File: config.mk
export PLATFORM = sky130hd
export DESIGN_NAME = dlpm_top
export DESIGN_NICKNAME = d
export VERILOG_FILES = /design/src/include/dlpm_pkg.sv /design/src/rtl/dlpm_axil.sv /design/src/rtl/dlpm_srrate.sv /design/src/rtl/dlpm_top.sv
export VERILOG_INCLUDE_DIRS = /design/src /design/src/include
export SDC_FILE = /design/constraint.sdc
export NUM_CORES = 1
export LEC_CHECK = 0
export BUFFER_PORTS_ARGS = -buffer_cell sky130_fd_sc_hd__buf_2
export CORE_MARGIN = 4
export CORE_UTILIZATION = 55
export CTS_CLUSTER_DIAMETER = 30
export DETAILED_ROUTE_END_ITERATION = 6
export GPL_TIMING_DRIVEN = 0
export PLACE_DENSITY = 0.8
export SYNTH_ARGS = -nofsm -noshare
export SYNTH_HDL_FRONTEND = slang
export SYNTH_SLANG_ARGS = --single-unit
export TNS_END_PERCENT = 1
File: constraint.sdc
create_clock -name core_clk_in -period 1.85 [get_ports core_clk_in]
set_input_delay 0.37 -clock core_clk_in [delete_from_list [all_inputs] [get_ports core_clk_in]]
set_output_delay 0.37 -clock core_clk_in [all_outputs]
set_load 0.01 [all_outputs]
File: src/include/dlpm_regs.svh
`ifndef DLPM_REGS_SVH
`define DLPM_REGS_SVH
// ----------------------------------------------------------------
// register map (byte addresses)
// ----------------------------------------------------------------
`define DLPM_ADDR_CTRL 8'h00
`define DLPM_ADDR_STAT 8'h04
`define DLPM_ADDR_SRRATE 8'h08
// ----------------------------------------------------------------
// ctrl fields
// ----------------------------------------------------------------
`define DLPM_CTRL_LPASR_LO 0
`define DLPM_CTRL_ODT_OFF 2
`define DLPM_CTRL_PARK_LO 3
`define DLPM_CTRL_CAPAR 6
`define DLPM_CTRL_CAL 7
`define DLPM_CTRL_RESET 32'h0000_0000
// ----------------------------------------------------------------
// timing
// ----------------------------------------------------------------
`define DLPM_CLK_PERIOD_NS 40
`define DLPM_CPDED_NS 10
`define DLPM_CPDED_CYC \
  ((`DLPM_CPDED_NS + `DLPM_CLK_PERIOD_NS - 1) / `DLPM_CLK_PERIOD_NS)
`define DLPM_RATE_NORMAL 4'h4
`define DLPM_RATE_REDUCED 4'h2
`define DLPM_RATE_EXT 4'h8
`define DLPM_RATE_ASR_COOL 4'h2
`define DLPM_RATE_ASR_WARM 4'h4
`define DLPM_RATE_ASR_HOT 4'h8
`define DLPM_TEMP_45C 8'h2d
`define DLPM_TEMP_85C 8'h55
`endif

File: src/include/dlpm_pkg.sv
package dlpm_pkg;
  typedef enum logic [2:0] {
    DLPM_IDLE = 3'b000,
    DLPM_PD_DRAIN = 3'b001,
    DLPM_PD = 3'b011,
    DLPM_SR = 3'b010,
    DLPM_SR_EXIT = 3'b110
  } dlpm_state_e;
  typedef enum logic [2:0] {
    DLPM_CMD_DES = 3'd0,
    DLPM_CMD_NOP = 3'd1,
    DLPM_CMD_ACT = 3'd2,
    DLPM_CMD_PRE = 3'd3,
    DLPM_CMD_REF = 3'd4,
    DLPM_CMD_SRE = 3'd5,
    DLPM_CMD_OTHER = 3'd6
  } dlpm_cmd_e;
endpackage

File: src/rtl/dlpm_axil.sv
`timescale 1ns/1ps
`default_nettype none
`include "dlpm_regs.svh"
module dlpm_axil (
  input wire logic core_clk_in, // clock
  input wire logic rst_n_in, // async reset
  input wire logic [7:0] awaddr_in, // write address
  input wire logic awvalid_in, // write address valid
  output logic awready_out, // write address ready
  input wire logic [31:0] wdata_in, // write data
  input wire logic [3:0] wstrb_in, // byte strobes
  input wire logic wvalid_in, // write data valid
  output logic wready_out, // write data ready
  output logic [1:0] bresp_out, // write response
  output logic bvalid_out, // write response valid
  input wire logic bready_in, // response ready
  input wire logic [7:0] araddr_in, // read address
  input wire logic arvalid_in, // read address valid
  output logic arready_out, // read address ready
  output logic [31:0] rdata_out, // read data
  output logic [1:0] rresp_out, // read response
  output logic rvalid_out, // read valid
  input wire logic rready_in, // read ready
  output logic [31:0] ctrl_out, // control register
  input wire logic [31:0] stat_in, // status word
  input wire logic [31:0] rate_in // self refresh rate word
);
  typedef struct packed {
    logic aw_got;
    logic [7:0] aw;
    logic w_got;
    logic [31:0] wd;
    logic [3:0] ws;
    logic bv;
    logic [1:0] br;
    logic rv;
    logic [31:0] rd;
    logic [1:0] rr;
    logic [31:0] ctrl;
  } dlpm_axil_s;
  dlpm_axil_s s_q, s_d;
  // ----------------------------------------------------------------
  // next state
  // ----------------------------------------------------------------
  always_comb begin
    s_d = s_q;
    if (awvalid_in && !s_q.aw_got && !s_q.bv) begin
      s_d.aw_got = 1'b1;
      s_d.aw = awaddr_in;
    end
    if (wvalid_in && !s_q.w_got && !s_q.bv) begin
      s_d.w_got = 1'b1;
      s_d.wd = wdata_in;
      s_d.ws = wstrb_in;
    end
    if (s_q.aw_got && s_q.w_got) begin
      s_d.aw_got = 1'b0;
      s_d.w_got = 1'b0;
      s_d.bv = 1'b1;
      s_d.br = 2'b00;
      if (s_q.aw[7:2] == `DLPM_ADDR_CTRL >> 2) begin
        for (int i = 0; i < 4; i++) begin
          if (s_q.ws[i]) begin
            s_d.ctrl[i*8 +: 8] = s_q.wd[i*8 +: 8];
          end
        end
      end else if (s_q.aw[7:2] != `DLPM_ADDR_STAT >> 2 &&
                   s_q.aw[7:2] != `DLPM_ADDR_SRRATE >> 2) begin
        s_d.br = 2'b10;
      end
    end
    if (s_q.bv && bready_in) begin
      s_d.bv = 1'b0;
    end
    if (s_q.rv && rready_in) begin
      s_d.rv = 1'b0;
    end
    if (arvalid_in && !s_q.rv) begin
      s_d.rv = 1'b1;
      s_d.rr = 2'b00;
      unique case (araddr_in[7:2])
        `DLPM_ADDR_CTRL >> 2: s_d.rd = s_q.ctrl;
        `DLPM_ADDR_STAT >> 2: s_d.rd = stat_in;
        `DLPM_ADDR_SRRATE >> 2: s_d.rd = rate_in;
        default: begin
          s_d.rd = 32'h0000_0000;
          s_d.rr = 2'b10;
        end
      endcase
    end
  end
  always_ff @(posedge core_clk_in or negedge rst_n_in) begin
    if (!rst_n_in) begin
      s_q <= '0;
    end else begin
      s_q <= s_d;
    end
  end
  assign awready_out = !s_q.aw_got && !s_q.bv;
  assign wready_out = !s_q.w_got && !s_q.bv;
  assign bvalid_out = s_q.bv;
  assign bresp_out = s_q.br;
  assign arready_out = !s_q.rv;
  assign rvalid_out = s_q.rv;
  assign rdata_out = s_q.rd;
  assign rresp_out = s_q.rr;
  assign ctrl_out = s_q.ctrl;
endmodule // dlpm_axil
`default_nettype wire

File: src/rtl/dlpm_srrate.sv
`timescale 1ns/1ps
`default_nettype none
`include "dlpm_regs.svh"
module dlpm_srrate (
  input wire logic core_clk_in, // clock
  input wire logic rst_n_in, // async reset
  input wire logic latch_in, // self refresh entry pulse
  input wire logic [1:0] mode_in, // lpasr mode bits a7:a6
  input wire logic [7:0] temp_in, // die temperature, degrees
  output logic [3:0] rate_out, // self refresh rate per tick
  output logic [1:0] mode_out // mode fixed at entry
);
  typedef struct packed {
    logic [1:0] mode;
    logic [3:0] rate;
  } dlpm_srrate_s;
  dlpm_srrate_s s_q, s_d;
  // ----------------------------------------------------------------
  // rate select
  // ----------------------------------------------------------------
  always_comb begin
    s_d = s_q;
    if (latch_in) begin
      s_d.mode = mode_in;
    end
    unique case (s_d.mode)
      2'b00: s_d.rate = `DLPM_RATE_NORMAL;
      2'b01: s_d.rate = `DLPM_RATE_REDUCED;
      2'b10: s_d.rate = `DLPM_RATE_EXT;
      2'b11: begin
        if (temp_in <= `DLPM_TEMP_45C) begin
          s_d.rate = `DLPM_RATE_ASR_COOL;
        end else if (temp_in <= `DLPM_TEMP_85C) begin
          s_d.rate = `DLPM_RATE_ASR_WARM;
        end else begin
          s_d.rate = `DLPM_RATE_ASR_HOT;
        end
      end
    endcase
  end
  always_ff @(posedge core_clk_in or negedge rst_n_in) begin
    if (!rst_n_in) begin
      s_q <= '0;
    end else begin
      s_q <= s_d;
    end
  end
  assign rate_out = s_q.rate;
  assign mode_out = s_q.mode;
endmodule // dlpm_srrate
`default_nettype wire

File: src/rtl/dlpm_top.sv
`timescale 1ns/1ps
`default_nettype none
`include "dlpm_regs.svh"
// Contract
// - mode 11 selects automatic self refresh
// - automatic mode rate follows die temperature
// - mode 00 fixed normal rate to 85C
// - mode 01 reduced rate to 45C
// - mode 10 fixed high rate to 95C
// - cke low with deselect enters power-down
// - accept entry during activate, precharge, refresh
// - closed banks precharge, open banks active power-down
// - power-down disables buffers except clock, cke, reset
// - mr5 a5 keeps or disables odt receiver
// - park termination kept in power-down
// - command receivers off after cke-off delay
// - dll stays enabled in power-down
// - reset low leaves power-down immediately
// - cke high with deselect exits power-down
module dlpm_top #(
  parameter int BANKS = 8
) (
  input wire logic core_clk_in, // clock
  input wire logic rst_n_in, // async reset
  input wire logic cke_in, // clock enable pin
  input wire logic [2:0] cmd_in, // decoded command
  input wire logic [2:0] bank_in, // command bank
  input wire logic inflight_in, // activate/precharge/refresh busy
  input wire logic dll_locked_in, // dll locked
  input wire logic [7:0] temp_in, // die temperature
  input wire logic [7:0] s_axil_awaddr_in, // write address
  input wire logic s_axil_awvalid_in, // write address valid
  output logic s_axil_awready_out, // write address ready
  input wire logic [31:0] s_axil_wdata_in, // write data
  input wire logic [3:0] s_axil_wstrb_in, // write strobes
  input wire logic s_axil_wvalid_in, // write data valid
  output logic s_axil_wready_out, // write data ready
  output logic [1:0] s_axil_bresp_out, // write response
  output logic s_axil_bvalid_out, // write response valid
  input wire logic s_axil_bready_in, // response ready
  input wire logic [7:0] s_axil_araddr_in, // read address
  input wire logic s_axil_arvalid_in, // read address valid
  output logic s_axil_arready_out, // read address ready
  output logic [31:0] s_axil_rdata_out, // read data
  output logic [1:0] s_axil_rresp_out, // read response
  output logic s_axil_rvalid_out, // read valid
  input wire logic s_axil_rready_in, // read ready
  output logic io_buf_en_out, // data and control buffers on
  output logic ca_rx_en_out, // command/address receivers on
  output logic odt_rx_en_out, // odt receiver on
  output logic park_term_en_out, // park termination applied
  output logic dll_en_out, // dll enabled
  output logic pd_active_out, // active power-down
  output logic pd_precharge_out, // precharge power-down
  output logic sr_active_out, // self refresh
  output logic [3:0] sr_rate_out, // self refresh rate
  output logic nop_exit_err_out // illegal command in nop exit
);
  typedef struct packed {
    dlpm_pkg::dlpm_state_e st;
    logic [BANKS-1:0] open;
    logic [3:0] cpded;
    logic nop_ok;
    logic nop_err;
    logic sr_latch;
    logic io_en;
    logic ca_en;
    logic odt_en;
    logic park_en;
    logic dll_en;
    logic pd_act;
    logic pd_pre;
    logic sr;
  } dlpm_top_s;
  dlpm_top_s s_q, s_d;
  logic [31:0] ctrl;
  logic [31:0] stat;
  logic [31:0] rate_word;
  logic [3:0] rate;
  logic [1:0] mode_fixed;
  logic cmd_des;
  logic [2:0] cpded_cyc;
  assign cpded_cyc = 3'(`DLPM_CPDED_CYC);
  assign cmd_des = cmd_in == dlpm_pkg::DLPM_CMD_DES;
  // ----------------------------------------------------------------
  // register slave
  // ----------------------------------------------------------------
  dlpm_axil u_axil (
    .core_clk_in(core_clk_in),
    .rst_n_in(rst_n_in),
    .awaddr_in(s_axil_awaddr_in),
    .awvalid_in(s_axil_awvalid_in),
    .awready_out(s_axil_awready_out),
    .wdata_in(s_axil_wdata_in),
    .wstrb_in(s_axil_wstrb_in),
    .wvalid_in(s_axil_wvalid_in),
    .wready_out(s_axil_wready_out),
    .bresp_out(s_axil_bresp_out),
    .bvalid_out(s_axil_bvalid_out),
    .bready_in(s_axil_bready_in),
    .araddr_in(s_axil_araddr_in),
    .arvalid_in(s_axil_arvalid_in),
    .arready_out(s_axil_arready_out),
    .rdata_out(s_axil_rdata_out),
    .rresp_out(s_axil_rresp_out),
    .rvalid_out(s_axil_rvalid_out),
    .rready_in(s_axil_rready_in),
    .ctrl_out(ctrl),
    .stat_in(stat),
    .rate_in(rate_word)
  );
  // ----------------------------------------------------------------
  // self refresh rate
  // ----------------------------------------------------------------
  dlpm_srrate u_rate (
    .core_clk_in(core_clk_in),
    .rst_n_in(rst_n_in),
    .latch_in(s_q.sr_latch),
    .mode_in(ctrl[`DLPM_CTRL_LPASR_LO +: 2]),
    .temp_in(temp_in),
    .rate_out(rate),
    .mode_out(mode_fixed)
  );
  assign rate_word = {26'h000_0000, mode_fixed, rate};
  assign stat = {24'h00_0000, dll_locked_in, s_q.nop_err, s_q.nop_ok,
                 s_q.st, s_q.pd_act, s_q.pd_pre};
  // ----------------------------------------------------------------
  // power state machine
  // ----------------------------------------------------------------
  always_comb begin
    s_d = s_q;
    s_d.sr_latch = 1'b0;
    // bank commands count only while the receivers listen
    if (s_q.ca_en) begin
      unique case (cmd_in)
        dlpm_pkg::DLPM_CMD_ACT: s_d.open[bank_in] = 1'b1;
        dlpm_pkg::DLPM_CMD_PRE: s_d.open[bank_in] = 1'b0;
        default: ;
      endcase
    end
    if (s_q.cpded != 4'h0) begin
      s_d.cpded = s_q.cpded - 4'h1;
    end
    unique case (s_q.st)
      dlpm_pkg::DLPM_IDLE: begin
        if (!cke_in && cmd_des) begin
          s_d.st = dlpm_pkg::DLPM_PD_DRAIN;
          s_d.cpded = {1'b0, cpded_cyc};
          s_d.io_en = 1'b0;
          s_d.odt_en = !ctrl[`DLPM_CTRL_ODT_OFF];
        end else if (!cke_in && cmd_in == dlpm_pkg::DLPM_CMD_SRE) begin
          s_d.st = dlpm_pkg::DLPM_SR;
          s_d.sr_latch = 1'b1;
          s_d.nop_ok = !ctrl[`DLPM_CTRL_CAPAR] && !ctrl[`DLPM_CTRL_CAL];
          s_d.sr = 1'b1;
          s_d.io_en = 1'b0;
          s_d.ca_en = 1'b0;
          s_d.odt_en = 1'b0;
          s_d.park_en = 1'b0;
          s_d.dll_en = 1'b0;
        end
      end
      dlpm_pkg::DLPM_PD_DRAIN: begin
        if (s_q.cpded <= 4'h1) begin
          s_d.ca_en = 1'b0;
        end
        if (cke_in && cmd_des) begin
          s_d.st = dlpm_pkg::DLPM_IDLE;
          s_d.io_en = 1'b1;
          s_d.ca_en = 1'b1;
          s_d.odt_en = 1'b1;
        end else if (!inflight_in && s_q.cpded <= 4'h1) begin
          s_d.st = dlpm_pkg::DLPM_PD;
          s_d.pd_act = |s_d.open;
          s_d.pd_pre = ~|s_d.open;
        end
      end
      dlpm_pkg::DLPM_PD: begin
        s_d.dll_en = 1'b1;
        if (cke_in && cmd_des) begin
          s_d.st = dlpm_pkg::DLPM_IDLE;
          s_d.io_en = 1'b1;
          s_d.ca_en = 1'b1;
          s_d.odt_en = 1'b1;
          s_d.pd_act = 1'b0;
          s_d.pd_pre = 1'b0;
        end
      end
      dlpm_pkg::DLPM_SR: begin
        if (cke_in) begin
          s_d.st = dlpm_pkg::DLPM_SR_EXIT;
          s_d.sr = 1'b0;
          s_d.ca_en = 1'b1;
          s_d.park_en = ctrl[`DLPM_CTRL_PARK_LO +: 3] != 3'h0;
          s_d.dll_en = 1'b1;
        end
      end
      dlpm_pkg::DLPM_SR_EXIT: begin
        if (cmd_in == dlpm_pkg::DLPM_CMD_NOP && !s_q.nop_ok) begin
          s_d.nop_err = 1'b1;
        end
        if (cmd_in != dlpm_pkg::DLPM_CMD_NOP) begin
          s_d.st = dlpm_pkg::DLPM_IDLE;
          s_d.io_en = 1'b1;
          s_d.odt_en = 1'b1;
        end
      end
      default: s_d.st = dlpm_pkg::DLPM_IDLE;
    endcase
    if (s_q.st != dlpm_pkg::DLPM_SR && s_q.st != dlpm_pkg::DLPM_SR_EXIT) begin
      s_d.park_en = ctrl[`DLPM_CTRL_PARK_LO +: 3] != 3'h0;
    end
  end
  always_ff @(posedge core_clk_in or negedge rst_n_in) begin
    if (!rst_n_in) begin
      s_q <= '0;
      s_q.io_en <= 1'b1;
      s_q.ca_en <= 1'b1;
      s_q.odt_en <= 1'b1;
      s_q.dll_en <= 1'b1;
    end else begin
      s_q <= s_d;
    end
  end
  // ----------------------------------------------------------------
  // outputs
  // ----------------------------------------------------------------
  assign io_buf_en_out = s_q.io_en;
  assign ca_rx_en_out = s_q.ca_en;
  assign odt_rx_en_out = s_q.odt_en;
  assign park_term_en_out = s_q.park_en;
  assign dll_en_out = s_q.dll_en;
  assign pd_active_out = s_q.pd_act;
  assign pd_precharge_out = s_q.pd_pre;
  assign sr_active_out = s_q.sr;
  assign sr_rate_out = rate;
  assign nop_exit_err_out = s_q.nop_err;
endmodule // dlpm_top
`default_nettype wire

==> impl_metrics.json, run 1 <==
{
  "outcome": "complete, but fails checks",
  "violations": "negative setup slack",
  "period_share_pct": 104,
  "synthDistinctLibCells": 50,
  "tightest_slew_ps": 591,
  "totalWireLength_um": 13600,
  "cts_root_buffer": "clkbuf_16",
  "ys_ff_latch": 143,
  "critPathLaunchType": "flop",
  "hpwl_um": 9670,
  "io_buffers": 117,
  "dpl.cell_count": 766,
  "ir_worst_vdd_uv": 933,
  "drive_gt1_share_pct": 44.9,
  "async_flop_share_pct": 100,
  "avgViaCountPerCell": 5.51,
  "h-tree-depth": 4,
  "synth_edf_count": 0,
  "route.met2.wl_um": 7000,
  "grt_start_max_net_pins": 85,
  "gp_congestion": 0.860,
  "drcViolationCount": 0,
  "fmax_mhz": 522,
  "routed-via-count": 4422,
  "leakagePower_nw": 3.86,
  "coreArea_um2": 11000,
  "drt_iter0_markers": 263,
  "rsz0062_at_grt": "yes",
  "wl_met1_um": 5640,
  "clkSinkCount": 143,
  "powerDensity_nw_per_um2": 1450,
  "grt_pass1_wl_um": 22000,
  "ant_nets": 0,
  "grt_pass1_vias": 4531,
  "grt_overflow": 0,
  "slew_viol_final": 0,
  "syn_area_um2": 6300,
  "critPathMaxFanout": 8,
  "ys_seq_area_share_pct": 56.9,
  "grtUsageTotal_pct": 21.4,
  "avgSynthCellArea_um2": 12.5,
  "final.setup.worst_slack_ps": -65.2,
  "syn_to_final_growth_pct": 24.0,
  "numCtsBuffers": 17,
  "die-area_um2": 13200,
  "die_w_um": 115,
  "hold_path_class": "in -> reg",
  "rows": 38,
  "place_area_um2": 7100,
  "diodes": 0,
  "antenna_found_initial": 1,
  "crit_path_end_kind": "flop",
  "synth_top_flop_cell": "dfrtp_1",
  "avgRoutedWirePerCell_um": 17.0,
  "clock_latency_ps": 420,
  "ioPinCount": 130,
  "period_needed_ps": 1920,
  "top_layer_used": "met5",
  "critical_path_arrival_ps": 2210,
  "clkTransAtPathRegs_ps": 60,
  "final_cells": 802,
  "die_y_um": 115,
  "maxCapViolations": 0,
  "dr.pass1.iters": 5,
  "cts_tree": "built",
  "ys_warn_count": 0,
  "syn_inst": 506,
  "met3_length_um": 746,
  "design_area_um2": 7810,
  "final_nets": 728,
  "skew_ps": 10.5,
  "critPathRequiredTime_ps": 2150,
  "clock_path_buffers": 2,
  "relSlewSlack_pct": 60.2,
  "critPathKind": "reg -> reg",
  "start_util_pct": 57.1,
  "setup_viol": 24,
  "finalHoldViolCount": 0
}
==> synth_stat cells (all sizes together) (2+ instances only) <==
library cell	number	area, um2
dfstp	4	105
xor2	2	17.5
o41ai	3	26.3
nand3	2	10.0
o211ai	2	15.0
clkbuf	12	45.0
o21bai	2	15.0
ha	3	37.5
nor2	25	101
nand3b	2	15.0
o2bb2ai	2	17.5
nand4	2	12.5
dfrtp	139	3480
a21oi	15	75.1
o31ai	11	82.6
nor4	5	31.3
o21ai	25	125
or4	3	22.5
nand2	27	111
a22o	31	272
and2	2	12.5
or3	2	12.5
mux2	79	893
a21o	3	22.5
buf	47	332
nor3	6	46.3
nor2b	6	37.5
nand2b	6	37.5
mux2i	12	120
a211oi	2	15.0
inv	9	33.8
or2	3	18.8
a31oi	2	12.5
==> through the flow <==
| step | power, mW | setup WS, ps | utilization, % | hold WS, ps | TNS, ps |
|---|---|---|---|---|---|
| global placement | 7.45 | -1450 | 64.1 | 466 | -206280 |
| floorplan | 6.79 | 194 | - | 74.4 | 0 |
| detailed placement | 7.68 | -173 | 64.4 | 385 | -3170 |
| CTS | 11.3 | -51.4 | 70.2 | 110 | -741 |
| finish | 11.3 | -65.2 | 70.8 | 124 | -1100 |
| global route | 11.9 | -174 | 70.8 | 116 | -4130 |
==> path summary, 6_finish.rpt <==
check                                            end  cells past startpoint  slack [ps]                 from
worst max-delay path             u_axil.ctrl_out[15]                      6         -70      u_axil.s_q[112]
worst max register to register   u_axil.ctrl_out[15]                      6         -70      u_axil.s_q[112]
min in group asynchronous             u_axil.s_q[79]                      2         490             rst_n_in
worst min register to register  u_axil.rdata_out[24]                      1         490  u_axil.ctrl_out[24]
worst min-delay path               u_axil.bvalid_out                      2         120     s_axil_bready_in
max in group asynchronous       u_axil.rdata_out[31]                      3         570             rst_n_in
==> cells in the final DEF, fill, tap and decap left out, types with 4 or more instances in the layout <==
master,instances
a21oi_1,15
dfstp_2,4
mux2i_1,12
clkbuf_16,17
dfrtp_1,139
nor4_1,4
bufinv_16,4
nand2_1,23
mux2_2,78
inv_1,9
o31ai_1,11
a22o_1,31
clkinv_2,6
nand2b_1,6
clkbuf_1,13
buf_2,120
nor2b_1,6
o21ai_0,25
nor2_1,24
nor3_1,4
buf_4,42
==> layout make-up <==
| class | count | area (um2) |
|---|---|---|
| buffer | 59 | 384 |
| clock buffer | 20 | 457 |
| clock inverter | 12 | 165 |
| fill | 784 | 3220 |
| inverter | 9 | 33.8 |
| multi-input combinational | 297 | 2360 |
| sequential | 143 | 3580 |
| tap | 140 | 175 |
| timing repair buffer | 122 | 656 |
==> sequential cells by signal, summed over array words and instances (netlist names), 2 cells and up <==
| register | count |
|---|---|
| u_rate.mode_out | 2 |
| u_rate.rate_out | 3 |
| u_axil.s_q | 44 |
| s_q | 17 |
| u_axil.ctrl_out | 32 |
| u_axil.rdata_out | 32 |
==> critical path, stage by stage (launching register included) <==
cell and delay [ps]:
dfrtp_1 390, nor4_2 300, nand3_1 200, nor3_4 350, buf_6 170, nand2_8 80, mux2_4 310
==> timing repair <==
item | CTS | global route
hold buffers | 1 | 0
buffers inserted | 0 | 3
hold endpoints to repair | 55 | 0
gates resized for setup | 1 | 12
pin swaps | 0 | 2
setup endpoints to repair | 11 | 57
cloned | 0 | 0
==> logic make-up (layout without fill, tap and decap cells) <==
group / after synthesis / in the layout / synth area share, %
simple gates: 94 / 94 / 8.02
compound gates: 103 / 103 / 11.4
xor+xnor: 3 / 3 / 0.417
flops: 143 / 143 / 56.9
fa+ha+maj: 3 / 3 / 0.596
mux: 91 / 91 / 16.1
other cells: 1 / 3 / 0.0595
buf+inv: 68 / 222 / 6.51
==> per-layer routing <==
| layer | global-route usage, % | vias up |
|---|---|---|
| met5 | 0 | - |
| met4 | 7.98 | 2 |
| met3 | 5.32 | 20 |
| met2 | 35.5 | 141 |
| met1 | 27.5 | 2190 |
| li1 | - | 2069 |
==> power by group <==
group	internal [mW]	switching (mW)	total [mW]	leakage, nW
Combinational	1.47	1.28	2.74	1.72
Clock	2.31	1.27	3.58	0.305
Sequential	4.25	0.737	4.99	1.83
Note: power is estimated with default switching activity, not from simulation.
==> run 2, diff against run 1 <==
- CORE_UTILIZATION: 55 -> 56
- SKIP_CTS_REPAIR_TIMING: default -> 1
- SYNTH_HIERARCHICAL: default -> 1
==> run 2 against run 1 <==
Effect of this change:
- the flow now finishes without violations
- fmax is 7.6% higher
- register-to-register slack better by 130 ps
- sequential share of layout area is 4.8 points lower
- clock power is 3% higher
- final area is 12% higher
- critical path type unchanged
- critical endpoint is now u_axil/ctrl_out[17]
- largest power group unchanged
==> impl_metrics.json, run 2 <==
{
  "outcome": "completed",
  "finalHoldViolCount": 0,
  "seq_area_um2": 3580,
  "design_area_um2": 8730,
  "hpwl_um": 11400,
  "max_flop_register": "u_axil/s_q",
  "critPathLaunchType": "flop",
  "rows": 40,
  "gp_congestion": 0.876,
  "die_w_um": 120,
  "rsz0062_at_grt": "no",
  "diodes": 0,
  "combPwrFrac_pct": 28.1,
  "final_cells": 947,
  "cp_slowest_stage_delay_ps": 550,
  "ir_worst_vdd_uv": 837,
  "cts_root_buffer": "clkbuf_16",
  "swShare_pct": 30.0,
  "final_nets": 846,
  "skew_ps": 7.65,
  "powerDensity_nw_per_um2": 1360,
  "hold_path_depth": 2,
  "syn_area_um2": 6990,
  "leakagePower_nw": 4.33,
  "drive_gt1_share_pct": 41.5,
  "die_y_um": 120,
  "relSlewSlack_pct": 63.9,
  "totalWireLength_um": 15800,
  "dr.pass1.iters": 4,
  "grt_pass1_wl_um": 26000,
  "grt_start_max_net_pins": 99,
  "hold_end": "u_axil/bvalid_out",
  "min-delay-start": "s_axil_bready_in",
  "critPathRequiredTime_ps": 2140,
  "final_common_cell": "dfrtp_1",
  "syn_inst": 576,
  "cts_tree": "built",
  "worstPathCellList": "nor4_4 -> nand3_2 -> mux2_2",
  "critPathKind": "reg -> reg",
  "crit_path_start": "u_axil/s_q[112]",
  "avgRoutedWirePerCell_um": 16.7,
  "numCtsBuffers": 17,
  "maxCapViolations": 0,
  "fillers": 852,
  "largest_register_ff_count": 44,
  "ys_warn_count": 6,
  "clock_path_buffers": 2,
  "avgViaCountPerCell": 5.35,
  "clkSinkCount": 143,
  "grt_overflow": 0,
  "critical_path_arrival_ps": 2070,
  "tightest_slew_ps": 537,
  "clock_latency_ps": 410,
  "grt_pass1_vias": 5304,
  "cp_slowest_cell": "nor4_4",
  "reg2reg_depth": 3,
  "crit_path_end_kind": "flop",
  "antenna_found_initial": 0,
  "r2r-end": "u_axil/ctrl_out[17]",
  "start_util_pct": 57.7,
  "p_clk_share_pct": 31.0,
  "drcViolationCount": 0,
  "power.total_mw": 11.9,
  "path_buf_inv": 0,
  "io_buffers": 119,
  "p_int_mw": 8.32,
  "pwr-share-seq_pct": 40.9,
  "grtUsageTotal_pct": 22.8,
  "die-area_um2": 14300,
  "rr_startpoint": "u_axil/s_q[112]",
  "fmax_mhz": 562,
  "slew_viol_final": 0,
  "period_needed_ps": 1780,
  "ioPinCount": 130,
  "final_cell_mix": "dfrtp_1 (139), buf_2 (129), mux2_2 (80)",
  "multi_input_area_um2": 3120,
  "place_area_um2": 8020,
  "crit_family": "simple AND/OR/NAND/NOR gates",
  "drt_iter0_markers": 259,
  "period_share_pct": 96.2,
  "routed-via-count": 5066,
  "switchingPower_mw": 3.57,
  "critPathMaxFanout": 8,
  "syn_to_final_growth_pct": 24.8,
  "h-tree-depth": 4,
  "setup_viol": 0,
  "avgSynthCellArea_um2": 12.1,
  "hold_path_class": "in -> reg",
  "ant_nets": 0,
  "dpl.cell_count": 914,
  "coreArea_um2": 12100,
  "reg2reg_slack_ps": 70,
  "clkTransAtPathRegs_ps": 60
}
[run 2: cell types whose count changed in the layout (fill, tap and decap cells not counted), sizes merged, moves of 3 or more]
cell / delta
o21ai: +3
buf: +17
nand2: -11
conb: +50
mux2: +4
clkbuf: +4
mux2i: +21
o31ai: +4
and4: +3
o2bb2ai: +30
o41ai: -3
[run 2: worst reg2reg max path: stages, from the launching register on]
cell	delay [ps]
dfrtp_1	400
nor4_4	550
nand3_2	350
mux2_2	370
[run 2: cell type report]
| class | instances | share of cell area, % |
|---|---|---|
| inverters | 7 | 0.301 |
| multi-input cells | 398 | 35.8 |
| clock inverters | 9 | 1.78 |
| plain buffers | 78 | 5.63 |
| repair buffers | 122 | 7.41 |
| flip-flops and latches | 143 | 41.1 |
| well taps | 168 | 2.41 |
| clock buffers | 22 | 5.66 |
[run 2: power by group through the flow]
stage	sequential (mW)	combinational, mW	clock [mW]
after global placement	4.79	3.06	0
after CTS	4.85	3.26	3.73
after floorplan	4.70	2.41	0
after detailed placement	4.88	3.23	0
final	4.86	3.35	3.68
after global routing	5.00	3.69	3.90
[run 2: stage by stage]
| step | TNS [ps] | setup WS [ps] | hold slack, ps | utilization (%) |
|---|---|---|---|---|
| 2_1_floorplan | 0 | 194 | 74.4 | - |
| 3_5_place_dp | -349 | -172 | 323 | 66.2 |
| 5_1_grt | 0 | 2.44 | 135 | 72.1 |
| 4_1_cts | -400 | -193 | -116 | 71.6 |
| 6_report | 0 | 69.7 | 160 | 72.1 |
| 3_3_place_gp | -200670 | -1440 | 457 | 65.9 |
[run 2: worst max path at each step]
| stage | to | slack [ps] | cells past startpoint |
|---|---|---|---|
| 2_1_floorplan | u_axil/s_q[105] | 190 | 5 |
| 3_3_place_gp | s_q[12] | -1440 | 1 |
| 3_5_place_dp | s_q[24] | -170 | 7 |
| 4_1_cts | s_q[24] | -190 | 7 |
| 5_1_grt | u_axil/ctrl_out[18] | 2 | 3 |
| 6_report | u_axil/ctrl_out[17] | 70 | 3 |
[run 2: metal layers]
layer	up-vias	track usage, %	wire length (um)	part of all wire [%]
met5	-	0	0	0
met4	0	8.95	347	2.2
met3	33	4.76	822	5.2
met2	157	39.0	8090	51
met1	2466	28.5	6550	41
li1	2410	-	-	-
